**src/config_overlay_pkg.sv**
```systemverilog
// Constants for the configuration overlay command handler
package config_overlay_pkg;
	// APB register byte offsets
	localparam logic [7:0] OFS_FEATURE = 8'h00;
	localparam logic [7:0] OFS_SECCNT  = 8'h04;
	localparam logic [7:0] OFS_SECNUM  = 8'h08;
	localparam logic [7:0] OFS_CYLLO   = 8'h0C;
	localparam logic [7:0] OFS_CYLHI   = 8'h10;
	localparam logic [7:0] OFS_CMDSTAT = 8'h14;
	localparam logic [7:0] OFS_ERROR   = 8'h18;
	localparam logic [7:0] OFS_DATA    = 8'h1C;
	localparam logic [7:0] OFS_DEVCTL  = 8'h20;
	localparam logic [7:0] OFS_COND    = 8'h24;
	localparam logic [7:0] OFS_CAPS    = 8'h28;
	localparam logic [7:0] OFS_MAXLO   = 8'h2C;
	localparam logic [7:0] OFS_MAXHI   = 8'h30;
	// Command and subcommands
	localparam logic [7:0] CMD_OVERLAY   = 8'hB1;
	localparam logic [7:0] SUB_RESTORE   = 8'hC0;
	localparam logic [7:0] SUB_FREEZE    = 8'hC1;
	localparam logic [7:0] SUB_IDENTIFY  = 8'hC2;
	localparam logic [7:0] SUB_SET       = 8'hC3;
	// Abort reason codes
	localparam logic [7:0] RSN_FROZEN    = 8'h01;
	localparam logic [7:0] RSN_SECLOCK   = 8'h02;
	localparam logic [7:0] RSN_MODIFIED  = 8'h03;
	localparam logic [7:0] RSN_DISABLE   = 8'h04;
	localparam logic [7:0] RSN_MAXLOCK   = 8'h05;
	localparam logic [7:0] RSN_PROTAREA  = 8'h06;
	localparam logic [7:0] RSN_UNSUPP    = 8'h07;
	localparam logic [7:0] RSN_BADSUB    = 8'h08;
	localparam logic [7:0] RSN_OTHER     = 8'hFF;
	// Status, error and control bit positions
	localparam int STS_BSY  = 7;
	localparam int STS_RDY  = 6;
	localparam int STS_DRQ  = 3;
	localparam int STS_ERR  = 0;
	localparam int ERR_ABRT = 2;
	localparam int CTL_SRST = 2;
	localparam int FEAT_SECURITY = 3;
	// Condition register bits
	localparam int CND_SECLOCK  = 0;
	localparam int CND_SECEN    = 1;
	localparam int CND_MAXLOCK  = 2;
	localparam int CND_PROTAREA = 3;
	localparam int CND_UNSUPP   = 4;
	// Overlay structure layout
	localparam logic [15:0] OVL_REVISION  = 16'h0001;
	localparam logic [7:0]  OVL_SIGNATURE = 8'hA5;
	localparam logic [7:0]  OVL_LAST_WORD = 8'hFF;
	localparam logic [7:0]  WORD_LBA      = 8'h03;
	localparam logic [7:0]  WORD_FEAT     = 8'h07;
	// Full capability set after power-on
	localparam logic [2:0]  FULL_MDMA   = 3'h7;
	localparam logic [5:0]  FULL_UDMA   = 6'h3F;
	localparam logic [8:0]  FULL_FEAT   = 9'h1FF;
	localparam logic [47:0] FULL_MAXLBA = 48'h0000_0FFF_FFFF;
	localparam logic [7:0]  RESET_BYTE  = 8'h00;

	function automatic logic [7:0] byteSum16(input logic [15:0] w);
		byteSum16 = w[7:0] + w[15:8];
	endfunction

	// Checksum byte of the full overlay structure
	function automatic logic [7:0] fullChecksum();
		logic [7:0] s;
		s = byteSum16(OVL_REVISION) + byteSum16({13'h0000, FULL_MDMA});
		s = s + byteSum16({10'h000, FULL_UDMA}) + byteSum16(FULL_MAXLBA[15:0]);
		s = s + byteSum16(FULL_MAXLBA[31:16]) + byteSum16(FULL_MAXLBA[47:32]);
		s = s + byteSum16({7'h00, FULL_FEAT}) + OVL_SIGNATURE;
		fullChecksum = 8'h00 - s;
	endfunction

	localparam logic [7:0] IDENT_CKSUM = fullChecksum();

	// True for the four overlay subcommands
	function automatic logic isSub(input logic [7:0] f);
		isSub = f == SUB_RESTORE || f == SUB_FREEZE || f == SUB_IDENTIFY || f == SUB_SET;
	endfunction
endpackage

```
**src/config_overlay_cmd.sv**
```systemverilog
// Configuration overlay command handler with APB taskfile
//
// Behaviour
// - Opcode B1h selects overlay; features pick subcommand
// - Decode C0h restore, C1h freeze, C2h identify, C3h set
// - Reserved subcommand aborts with reason 08h
// - Restore returns active capabilities to full set
// - After freeze, all overlay subcommands abort 01h
// - Frozen state cleared only by power-on reset
// - Identify returns 512 bytes by PIO data-in
// - Identify full set; normal identify shows reduced
// - Set clears capability bits of identify words
// - Received bits absent from full set ignored
// - Abort gives reason, word, low bit location
// - Sector number carries bit location bits 15:8
// - Reason codes 02h to 07h and FFh
// - Overlay word 0 holds revision 0001h
// - Words 1 and 2 flag DMA modes
// - Max LBA change under protected area aborts
// - Word 7 flags feature set support
// - Disabling enabled security aborts with 04h
// - Word 255 holds signature A5h and checksum
// - Checksum makes full byte sum zero
//
// Chosen here: the APB interface to the registers and the register offsets.
`timescale 1ns/1ps
module config_overlay_cmd (
	// Clock and resets
	input  wire logic        ref_clk,
	input  wire logic        sys_rst,
	input  wire logic        porRst,
	// APB slave
	input  wire logic        psel,
	input  wire logic        penable,
	input  wire logic        pwrite,
	input  wire logic [7:0]  paddr,
	input  wire logic [31:0] pwdata,
	output logic      [31:0] prdata,
	output logic             pready,
	output logic             pslverr,
	// Host completion and capability outputs
	output logic             intrq,
	output logic      [2:0]  activeMdma,
	output logic      [5:0]  activeUdma,
	output logic      [8:0]  activeFeat,
	output logic      [47:0] activeMaxLba
);
	import config_overlay_pkg::*;
	typedef enum logic [2:0] {ST_IDLE, ST_EXEC, ST_DIN, ST_DOUT, ST_CHECK} state_e;
	state_e      state;
	logic [7:0]  featReg, secCnt, secNum, cylLo, cylHi, statusReg, errorReg;
	logic [7:0]  wordIdx, byteSum;
	logic [4:0]  condReg;
	logic        frozen, modified;
	logic [2:0]  rxMdma;
	logic [5:0]  rxUdma;
	logic [8:0]  rxFeat;
	logic [47:0] rxLba;
	logic        wrEn, rdEn, softRst;
	// Outcome of an execution or check step
	logic        doAbort, doFreeze, doRestore, doApply, doDin, doDout;
	logic [7:0]  next_reason, next_word;
	logic [15:0] next_mask;
	assign wrEn    = psel & penable & pwrite;
	assign rdEn    = psel & penable & ~pwrite;
	assign pready  = 1'b1;
	assign softRst = wrEn && paddr == OFS_DEVCTL && pwdata[CTL_SRST];
	// Full overlay structure word
	function automatic logic [15:0] identWord(input logic [7:0] idx);
		if (idx == 8'h00) begin
			identWord = OVL_REVISION;
		end else if (idx == 8'h01) begin
			identWord = {13'h0000, FULL_MDMA};
		end else if (idx == 8'h02) begin
			identWord = {10'h000, FULL_UDMA};
		end else if (idx == 8'h03) begin
			identWord = FULL_MAXLBA[15:0];
		end else if (idx == 8'h04) begin
			identWord = FULL_MAXLBA[31:16];
		end else if (idx == 8'h05) begin
			identWord = FULL_MAXLBA[47:32];
		end else if (idx == WORD_FEAT) begin
			identWord = {7'h00, FULL_FEAT};
		end else if (idx == OVL_LAST_WORD) begin
			identWord = {IDENT_CKSUM, OVL_SIGNATURE};
		end else begin
			identWord = 16'h0000;
		end
	endfunction

	// Decision logic for execute and check steps
	always_comb begin
		doAbort     = 1'b0;
		doFreeze    = 1'b0;
		doRestore   = 1'b0;
		doApply     = 1'b0;
		doDin       = 1'b0;
		doDout      = 1'b0;
		next_reason = RESET_BYTE;
		next_word   = RESET_BYTE;
		next_mask   = 16'h0000;
		if (state == ST_EXEC) begin
			if (!isSub(featReg)) begin
				doAbort     = 1'b1;
				next_reason = RSN_BADSUB;
			end else if (frozen) begin
				doAbort     = 1'b1;
				next_reason = RSN_FROZEN;
			end else if (condReg[CND_UNSUPP]) begin
				doAbort     = 1'b1;
				next_reason = RSN_UNSUPP;
			end else if (featReg == SUB_FREEZE) begin
				doFreeze = 1'b1;
			end else if (featReg == SUB_IDENTIFY) begin
				doDin = 1'b1;
			end else if (condReg[CND_SECLOCK]) begin
				doAbort     = 1'b1;
				next_reason = RSN_SECLOCK;
			end else if (condReg[CND_MAXLOCK]) begin
				doAbort     = 1'b1;
				next_reason = RSN_MAXLOCK;
			end else if (featReg == SUB_RESTORE) begin
				if (condReg[CND_PROTAREA] && activeMaxLba != FULL_MAXLBA) begin
					doAbort     = 1'b1;
					next_reason = RSN_PROTAREA;
					next_word   = WORD_LBA;
				end else begin
					doRestore = 1'b1;
				end
			end else if (modified) begin
				doAbort     = 1'b1;
				next_reason = RSN_MODIFIED;
			end else begin
				doDout = 1'b1;
			end
		end else if (state == ST_CHECK) begin
			if (byteSum != 8'h00) begin
				doAbort     = 1'b1;
				next_reason = RSN_OTHER;
				next_word   = OVL_LAST_WORD;
			end else if (condReg[CND_PROTAREA] && rxLba != activeMaxLba) begin
				doAbort     = 1'b1;
				next_reason = RSN_PROTAREA;
				next_word   = WORD_LBA;
			end else if (condReg[CND_SECEN] && activeFeat[FEAT_SECURITY]
				&& !rxFeat[FEAT_SECURITY]) begin
				doAbort     = 1'b1;
				next_reason = RSN_DISABLE;
				next_word   = WORD_FEAT;
				next_mask   = 16'h0001 << FEAT_SECURITY;
			end else begin
				doApply = 1'b1;
			end
		end
	end
	// Command sequencing and taskfile
	always_ff @(posedge ref_clk or posedge sys_rst) begin
		if (sys_rst) begin
			state     <= ST_IDLE;
			featReg   <= RESET_BYTE;
			secCnt    <= RESET_BYTE;
			secNum    <= RESET_BYTE;
			cylLo     <= RESET_BYTE;
			cylHi     <= RESET_BYTE;
			statusReg <= 8'h40;
			errorReg  <= RESET_BYTE;
			wordIdx   <= RESET_BYTE;
			byteSum   <= RESET_BYTE;
			intrq     <= 1'b0;
		end else if (softRst) begin
			state     <= ST_IDLE;
			statusReg <= 8'h40;
			errorReg  <= RESET_BYTE;
			intrq     <= 1'b0;
		end else begin
			if (rdEn && paddr == OFS_CMDSTAT) begin
				intrq <= 1'b0;
			end
			case (state)
				ST_IDLE: begin
					if (wrEn && paddr == OFS_FEATURE) begin
						featReg <= pwdata[7:0];
					end else if (wrEn && paddr == OFS_SECCNT) begin
						secCnt <= pwdata[7:0];
					end else if (wrEn && paddr == OFS_SECNUM) begin
						secNum <= pwdata[7:0];
					end else if (wrEn && paddr == OFS_CYLLO) begin
						cylLo <= pwdata[7:0];
					end else if (wrEn && paddr == OFS_CYLHI) begin
						cylHi <= pwdata[7:0];
					end else if (wrEn && paddr == OFS_CMDSTAT
						&& pwdata[7:0] == CMD_OVERLAY) begin
						state     <= ST_EXEC;
						statusReg <= 8'h80;
						errorReg  <= RESET_BYTE;
						intrq     <= 1'b0;
					end
				end
				ST_EXEC, ST_CHECK: begin
					if (doAbort) begin
						secCnt    <= next_reason;
						cylHi     <= next_word;
						cylLo     <= next_mask[7:0];
						secNum    <= next_mask[15:8];
						errorReg  <= 8'h01 << ERR_ABRT;
						statusReg <= (8'h01 << STS_RDY) | (8'h01 << STS_ERR);
						intrq     <= 1'b1;
						state     <= ST_IDLE;
					end else if (doDin || doDout) begin
						statusReg <= (8'h01 << STS_RDY) | (8'h01 << STS_DRQ);
						wordIdx   <= RESET_BYTE;
						byteSum   <= RESET_BYTE;
						intrq     <= doDin;
						state     <= doDin ? ST_DIN : ST_DOUT;
					end else begin
						statusReg <= 8'h01 << STS_RDY;
						intrq     <= 1'b1;
						state     <= ST_IDLE;
					end
				end
				ST_DIN: begin
					if (rdEn && paddr == OFS_DATA) begin
						wordIdx <= wordIdx + 8'h01;
						if (wordIdx == OVL_LAST_WORD) begin
							statusReg <= 8'h01 << STS_RDY;
							state     <= ST_IDLE;
						end
					end
				end
				ST_DOUT: begin
					if (wrEn && paddr == OFS_DATA) begin
						wordIdx <= wordIdx + 8'h01;
						byteSum <= byteSum + byteSum16(pwdata[15:0]);
						if (wordIdx == OVL_LAST_WORD) begin
							statusReg <= 8'h80;
							state     <= ST_CHECK;
						end
					end
				end
				default: state <= ST_IDLE;
			endcase
		end
	end
	// Received overlay words
	always_ff @(posedge ref_clk or posedge sys_rst) begin
		if (sys_rst) begin
			rxMdma <= 3'h0;
			rxUdma <= 6'h00;
			rxFeat <= 9'h000;
			rxLba  <= 48'h0;
		end else if (state == ST_DOUT && wrEn && paddr == OFS_DATA) begin
			if (wordIdx == 8'h01) begin
				rxMdma <= pwdata[2:0];
			end else if (wordIdx == 8'h02) begin
				rxUdma <= pwdata[5:0];
			end else if (wordIdx == 8'h03) begin
				rxLba[15:0] <= pwdata[15:0];
			end else if (wordIdx == 8'h04) begin
				rxLba[31:16] <= pwdata[15:0];
			end else if (wordIdx == 8'h05) begin
				rxLba[47:32] <= pwdata[15:0];
			end else if (wordIdx == WORD_FEAT) begin
				rxFeat <= pwdata[8:0];
			end
		end
	end
	// Drive condition register, written by firmware
	always_ff @(posedge ref_clk or posedge sys_rst) begin
		if (sys_rst) begin
			condReg <= 5'h00;
		end else if (wrEn && paddr == OFS_COND) begin
			condReg <= pwdata[4:0];
		end
	end
	// Overlay and freeze state, kept across hardware and soft reset
	always_ff @(posedge ref_clk or posedge porRst) begin
		if (porRst) begin
			frozen       <= 1'b0;
			modified     <= 1'b0;
			activeMdma   <= FULL_MDMA;
			activeUdma   <= FULL_UDMA;
			activeFeat   <= FULL_FEAT;
			activeMaxLba <= FULL_MAXLBA;
		end else if (!sys_rst && !softRst) begin
			if (doFreeze) begin
				frozen <= 1'b1;
			end
			if (doRestore) begin
				modified     <= 1'b0;
				activeMdma   <= FULL_MDMA;
				activeUdma   <= FULL_UDMA;
				activeFeat   <= FULL_FEAT;
				activeMaxLba <= FULL_MAXLBA;
			end else if (doApply) begin
				modified     <= 1'b1;
				activeMdma   <= rxMdma & FULL_MDMA;
				activeUdma   <= rxUdma & FULL_UDMA;
				activeFeat   <= rxFeat & FULL_FEAT;
				activeMaxLba <= (rxLba > FULL_MAXLBA) ? FULL_MAXLBA : rxLba;
			end
		end
	end
	// APB read mux and error answer
	always_comb begin
		prdata  = 32'h0000_0000;
		pslverr = 1'b0;
		if (paddr == OFS_FEATURE) begin
			prdata[7:0] = errorReg;
		end else if (paddr == OFS_SECCNT) begin
			prdata[7:0] = secCnt;
		end else if (paddr == OFS_SECNUM) begin
			prdata[7:0] = secNum;
		end else if (paddr == OFS_CYLLO) begin
			prdata[7:0] = cylLo;
		end else if (paddr == OFS_CYLHI) begin
			prdata[7:0] = cylHi;
		end else if (paddr == OFS_CMDSTAT) begin
			prdata[7:0] = statusReg;
		end else if (paddr == OFS_ERROR) begin
			prdata[7:0] = errorReg;
		end else if (paddr == OFS_DATA) begin
			prdata[15:0] = (state == ST_DIN) ? identWord(wordIdx) : 16'h0000;
		end else if (paddr == OFS_DEVCTL) begin
			prdata[1:0] = {modified, frozen};
		end else if (paddr == OFS_COND) begin
			prdata[4:0] = condReg;
		end else if (paddr == OFS_CAPS) begin
			prdata[17:0] = {activeFeat, activeUdma, activeMdma};
		end else if (paddr == OFS_MAXLO) begin
			prdata = activeMaxLba[31:0];
		end else if (paddr == OFS_MAXHI) begin
			prdata[15:0] = activeMaxLba[47:32];
		end else begin
			pslverr = psel & penable;
		end
	end

	bad_sub_a: assert property (@(posedge ref_clk) disable iff (sys_rst)
		state == ST_EXEC && !isSub(featReg) && !softRst
		|=> secCnt == RSN_BADSUB && statusReg[STS_ERR])
		else $error("reserved subcommand not aborted with 08h");
	frozen_abort_a: assert property (@(posedge ref_clk) disable iff (sys_rst)
		state == ST_EXEC && isSub(featReg) && frozen && !softRst |=> secCnt == RSN_FROZEN)
		else $error("frozen overlay subcommand not aborted with 01h");
	freeze_hold_a: assert property (@(posedge ref_clk) disable iff (porRst)
		frozen |=> frozen)
		else $error("frozen state lost without power-on reset");
	restore_full_a: assert property (@(posedge ref_clk) disable iff (porRst)
		doRestore && !sys_rst && !softRst |=> activeFeat == FULL_FEAT && !modified)
		else $error("restore did not return full capabilities");
	ident_rev_a: assert property (@(posedge ref_clk) disable iff (sys_rst)
		state == ST_DIN && wordIdx == 8'h00 && paddr == OFS_DATA
		|-> prdata[15:0] == OVL_REVISION)
		else $error("overlay word 0 is not revision 0001h");
	subset_a: assert property (@(posedge ref_clk) disable iff (porRst)
		(activeFeat & ~FULL_FEAT) == 9'h000 && (activeUdma & ~FULL_UDMA) == 6'h00)
		else $error("active capability outside full set");
	abort_flags_a: assert property (@(posedge ref_clk) disable iff (sys_rst)
		doAbort && !softRst |=> errorReg[ERR_ABRT] && statusReg[STS_ERR]
		&& !statusReg[STS_BSY] && intrq && state == ST_IDLE)
		else $error("abort did not set error flags and complete");
	sec_disable_a: assert property (@(posedge ref_clk) disable iff (sys_rst)
		state == ST_CHECK && byteSum == 8'h00 && next_reason == RSN_DISABLE && !softRst
		|=> cylHi == WORD_FEAT && cylLo == 8'h08 && secNum == 8'h00)
		else $error("security disable abort codes wrong");
	checksum_a: assert property (@(posedge ref_clk) disable iff (sys_rst)
		state == ST_CHECK && byteSum != 8'h00 && !softRst |=> secCnt == RSN_OTHER)
		else $error("bad checksum not aborted");
endmodule

```
**config.mk**
```make
export PLATFORM = sky130hd
export DESIGN_NAME = config_overlay_cmd
export DESIGN_NICKNAME = d
export VERILOG_FILES = /design/src/config_overlay_pkg.sv /design/src/config_overlay_cmd.sv
export SDC_FILE = /design/constraint.sdc
export NUM_CORES = 1
export LEC_CHECK = 0
export BUFFER_PORTS_ARGS = -buffer_cell sky130_fd_sc_hd__buf_2
export CELL_PAD_IN_SITES_DETAIL_PLACEMENT = 1
export CELL_PAD_IN_SITES_GLOBAL_PLACEMENT = 2
export CORE_MARGIN = 2
export CORE_UTILIZATION = 40
export CTS_CLUSTER_DIAMETER = 80
export DETAILED_ROUTE_END_ITERATION = 10
export PLACE_DENSITY = 0.88
export SLEW_MARGIN = 30
export SYNTH_ARGS = -nofsm -noshare
export SYNTH_HDL_FRONTEND = slang
export SYNTH_SLANG_ARGS = --single-unit
```
**constraint.sdc**
```tcl
create_clock -name ref_clk -period 7.86 [get_ports ref_clk]
set_input_delay 1.572 -clock ref_clk [delete_from_list [all_inputs] [get_ports ref_clk]]
set_output_delay 1.572 -clock ref_clk [all_outputs]
set_load 0.01 [all_outputs]
```
==> impl_metrics.py <==
metrics = {
    "grt": {
        "grt_usage": 0.281,
        "overflow": 0,
        "grt_max_degree": 95,
        "grt_pass1_wl_um": 61700,
        "antenna_found_initial": 0,
        "grt_pass1_vias": 10035,
    },
    "power_and_ir_drop": {
        "leakagePower_nw": 5.87,
        "peakVddDrop_mv": 0.128,
        "intPower_mw": 2.04,
        "power_frac_seq": 0.426,
        "clkPwrFrac": 0.403,
        "p_switching_mw": 0.834,
        "pwr-share-comb": 0.171,
        "p_sw_frac": 0.290,
        "power_density_nw_per_um2": 221,
    },
    "flow_run": {
        "maxCapViolations": 0,
    },
    "die": {
        "fp.dieW_um": 171,
        "dieArea_sq_um": 29300,
        "num_io_pins": 147,
        "die_h_um": 171,
        "coreArea_sq_um": 27700,
        "row_count": 61,
        "initial_core_util": 0.404,
    },
    "clock_network": {
        "clkSinkCount": 204,
        "cts_buffers": 25,
        "clkLatencyLatePin_ns": 0.53,
        "ctsHtreeMaxLevel": 1,
        "cts_resized": 0,
        "clock_path_buffers": 3,
        "path_clk_slew_ns": 0.06,
        "cts_hold_buf": 0,
        "cts_tree": "done",
        "cts_root_buffer": "clkbuf_16",
        "post_cts_buffers": 0,
    },
    "routing": {
        "met3WireLength_um": 2390,
        "first_iter_violations": 696,
        "routedWlPerCell_um": 25.3,
        "drt-pass1-iter-count": 5,
        "finalWirelength_um": 40700,
        "num_vias": 9599,
        "wl_met1_um": 17400,
        "drc": 0,
        "routed.top_layer": "met4",
        "ant_nets": 0,
        "routed_via_density": 5.97,
        "met2WireLength_um": 19500,
    },
    "logic_synthesis": {
        "netlist_instances": 1100,
        "yosys_warnings": 0,
        "synthTopCellsByCount": "dfrtp_1, nor2_1, nand2_1, mux2_2, xnor2_1",
        "synthDominantCellAreaShare": 0.351,
        "ys_types": 87,
        "synth_fp_nets": 1164,
        "synthTopCellsByArea": "dfrtp_1, dfstp_2, mux2_2",
        "ys.flop_type": "dfrtp_1",
        "yosysMostFrequentCell": "dfrtp_1",
        "synth_seq_cells": 204,
        "synth_area_sq_um": 11200,
        "synth-async-reset-ratio": 1.00,
        "synth_edf_count": 0,
        "synth_top_area_cell": "dfrtp_1",
        "syn_area_per_cell_sq_um": 10.2,
        "yosysSeqAreaShare": 0.461,
    },
    "sta": {
        "clock_skew_ns": 0.0189,
        "fin_crit_sh": 0.759,
        "rsz0062_at_grt": "no",
        "fmax_mhz": 168,
        "setup_slack_ns": 1.89,
        "worst_slew_pin_slew_ns": 0.949,
        "finalSetupViolations": 0,
        "hold_viol": 0,
        "relSlewSlack": 0.366,
        "tns_ns": 0,
        "min_period_ns": 5.97,
        "maxSlewViolCount": 0,
    },
    "place": {
        "place_hpwl_um": 28800,
        "port-buffer-count": 129,
        "dp.cells": 1559,
        "place_ws_ns": 1.97,
        "finalWeightedCongestion": 0.947,
    },
    "setup_path": {
        "critPathKind": "input port to output pin",
        "required_ns": 6.29,
        "cp_max_fo": 32,
        "r2r-start": "state[0]",
        "end_kind": "output pin",
        "cp-endpoint": "prdata[4]",
        "crit_path_start_kind": "input port",
        "r2r_end": "rxLba[23]",
        "arrival_ns": 4.40,
        "r2r_cells": 5,
        "cp-startpoint": "paddr[2]",
        "rrSetupSlack_ns": 4.49,
    },
    "status": {
        "status": "completed",
    },
    "cells_and_area": {
        "fin_cells": 1607,
        "syn2layout_area_growth_pct": 16.0,
        "n_fill_cell": 3128,
        "fin_nets": 1273,
        "drive_above_1_share": 0.279,
    },
    "hold_path": {
        "hold_path_class": "flop to flop",
    },
}
power groups by stage:
stage                     clock [mW]  sequential [mW]  combinational (mW)
final                           1.16             1.22               0.491
after global placement             0             1.23               0.471
after detailed placement           0             1.24               0.487
after global routing            1.22             1.23               0.533
after floorplan                    0             1.20               0.365
after CTS                       1.18             1.22               0.489
metrics by stage:
stage	hold slack [ns]	area (sq um)	util	total power [mW]
after floorplan	0.447	11200	-	1.57
after global placement	0.457	12100	0.437	1.71
after detailed placement	0.470	12100	0.438	1.72
after CTS	0.484	12900	0.467	2.89
after global routing	0.515	13000	0.469	2.98
final	0.479	13000	0.469	2.87
metal layers:
metal | GRT usage | vias to the layer above
met3 | 0.0449 | 89
met5 | 0 | -
li1 | - | 4236
met2 | 0.467 | 352
met1 | 0.371 | 4922
met4 | 0.103 | 0
worst max-delay path, stage by stage:
cell      delay (ns)
buf_2           0.31
or4_1           0.75
nor4_2          0.58
a22oi_1         0.18
a211oi_1        0.40
a221o_1         0.18
o32ai_1         0.10
o21ai_0         0.14
buf_2           0.18
cell families (layout without fill, tap and decap cells):
logic type               count (synthesis)  after routing  share of synthesized area
AO/OA/AOI/OAI                          226            226                      0.136
XOR/XNOR                                61             61                     0.0477
adder cells (fa/ha/maj)                 18             18                     0.0255
buffers and inverters                   75            203                     0.0317
flip-flops                             204            204                      0.461
multiplexers                            93             93                     0.0956
other                                    1              2                   0.000335
AND/OR/NAND/NOR                        422            422                      0.202
state kept, by name, summed over array words and instances, names as in the netlist, 4 cells and up:
name and cells:
rxLba 48, rxFeat 9, featReg 8, byteSum 8, cylLo 8, rxUdma 6
secCnt 8, wordIdx 8, activeFeat 9, activeUdma 6, cylHi 8, activeMaxLba 48
secNum 8, condReg 5, statusReg 4
how the worst min path moves through the flow:
stage / endpoint / from / slack (ns) / depth (start not counted)
4_1_cts: rxMdma[2] / rxMdma[2] / 0.48 / 2
6_report: rxUdma[2] / rxUdma[2] / 0.48 / 2
3_5_place_dp: rxUdma[2] / rxUdma[2] / 0.47 / 2
3_3_place_gp: activeUdma[3] / rxUdma[3] / 0.46 / 2
2_1_floorplan: activeFeat[8] / rxFeat[8] / 0.45 / 2
5_1_grt: activeUdma[5] / rxUdma[5] / 0.51 / 2
area by class of cell:
type / count / area, sq um / share of cell area
clock buffer: 39 / 748 / 0.0576
multi-input combinational: 821 / 5700 / 0.439
sequential: 204 / 5160 / 0.398
clock inverter: 7 / 75.1 / 0.00578
tap: 378 / 473 / 0.0364
antenna: 1 / 2.50 / 0.000193
timing repair buffer: 141 / 759 / 0.0585
inverter: 16 / 65.1 / 0.00501
layout by cell type, fill, tap and decap left out, types with 5 or more instances in the layout:
cell	instances
fa_1	8
mux2_4	7
nand3_1	24
clkbuf_1	7
a21o_1	8
mux2_2	73
dfstp_2	47
ha_1	10
nand2b_1	10
nor2_1	96
nand4_1	39
nand2_1	86
o31ai_1	6
a22oi_1	18
a21oi_1	55
a221oi_1	5
a31oi_1	10
and2_1	41
nor2b_1	7
or4_1	5
a22o_1	9
o21ai_0	51
mux2_1	10
inv_1	13
dfrtp_1	157
nor3b_1	5
xnor2_1	57
a31o_2	5
a211oi_1	6
buf_4	10
nor3_1	43
a2bb2oi_1	13
clkbuf_8	7
clkbuf_16	25
nor4_1	22
buf_2	129
Note: power is estimated with default switching activity, not from simulation.
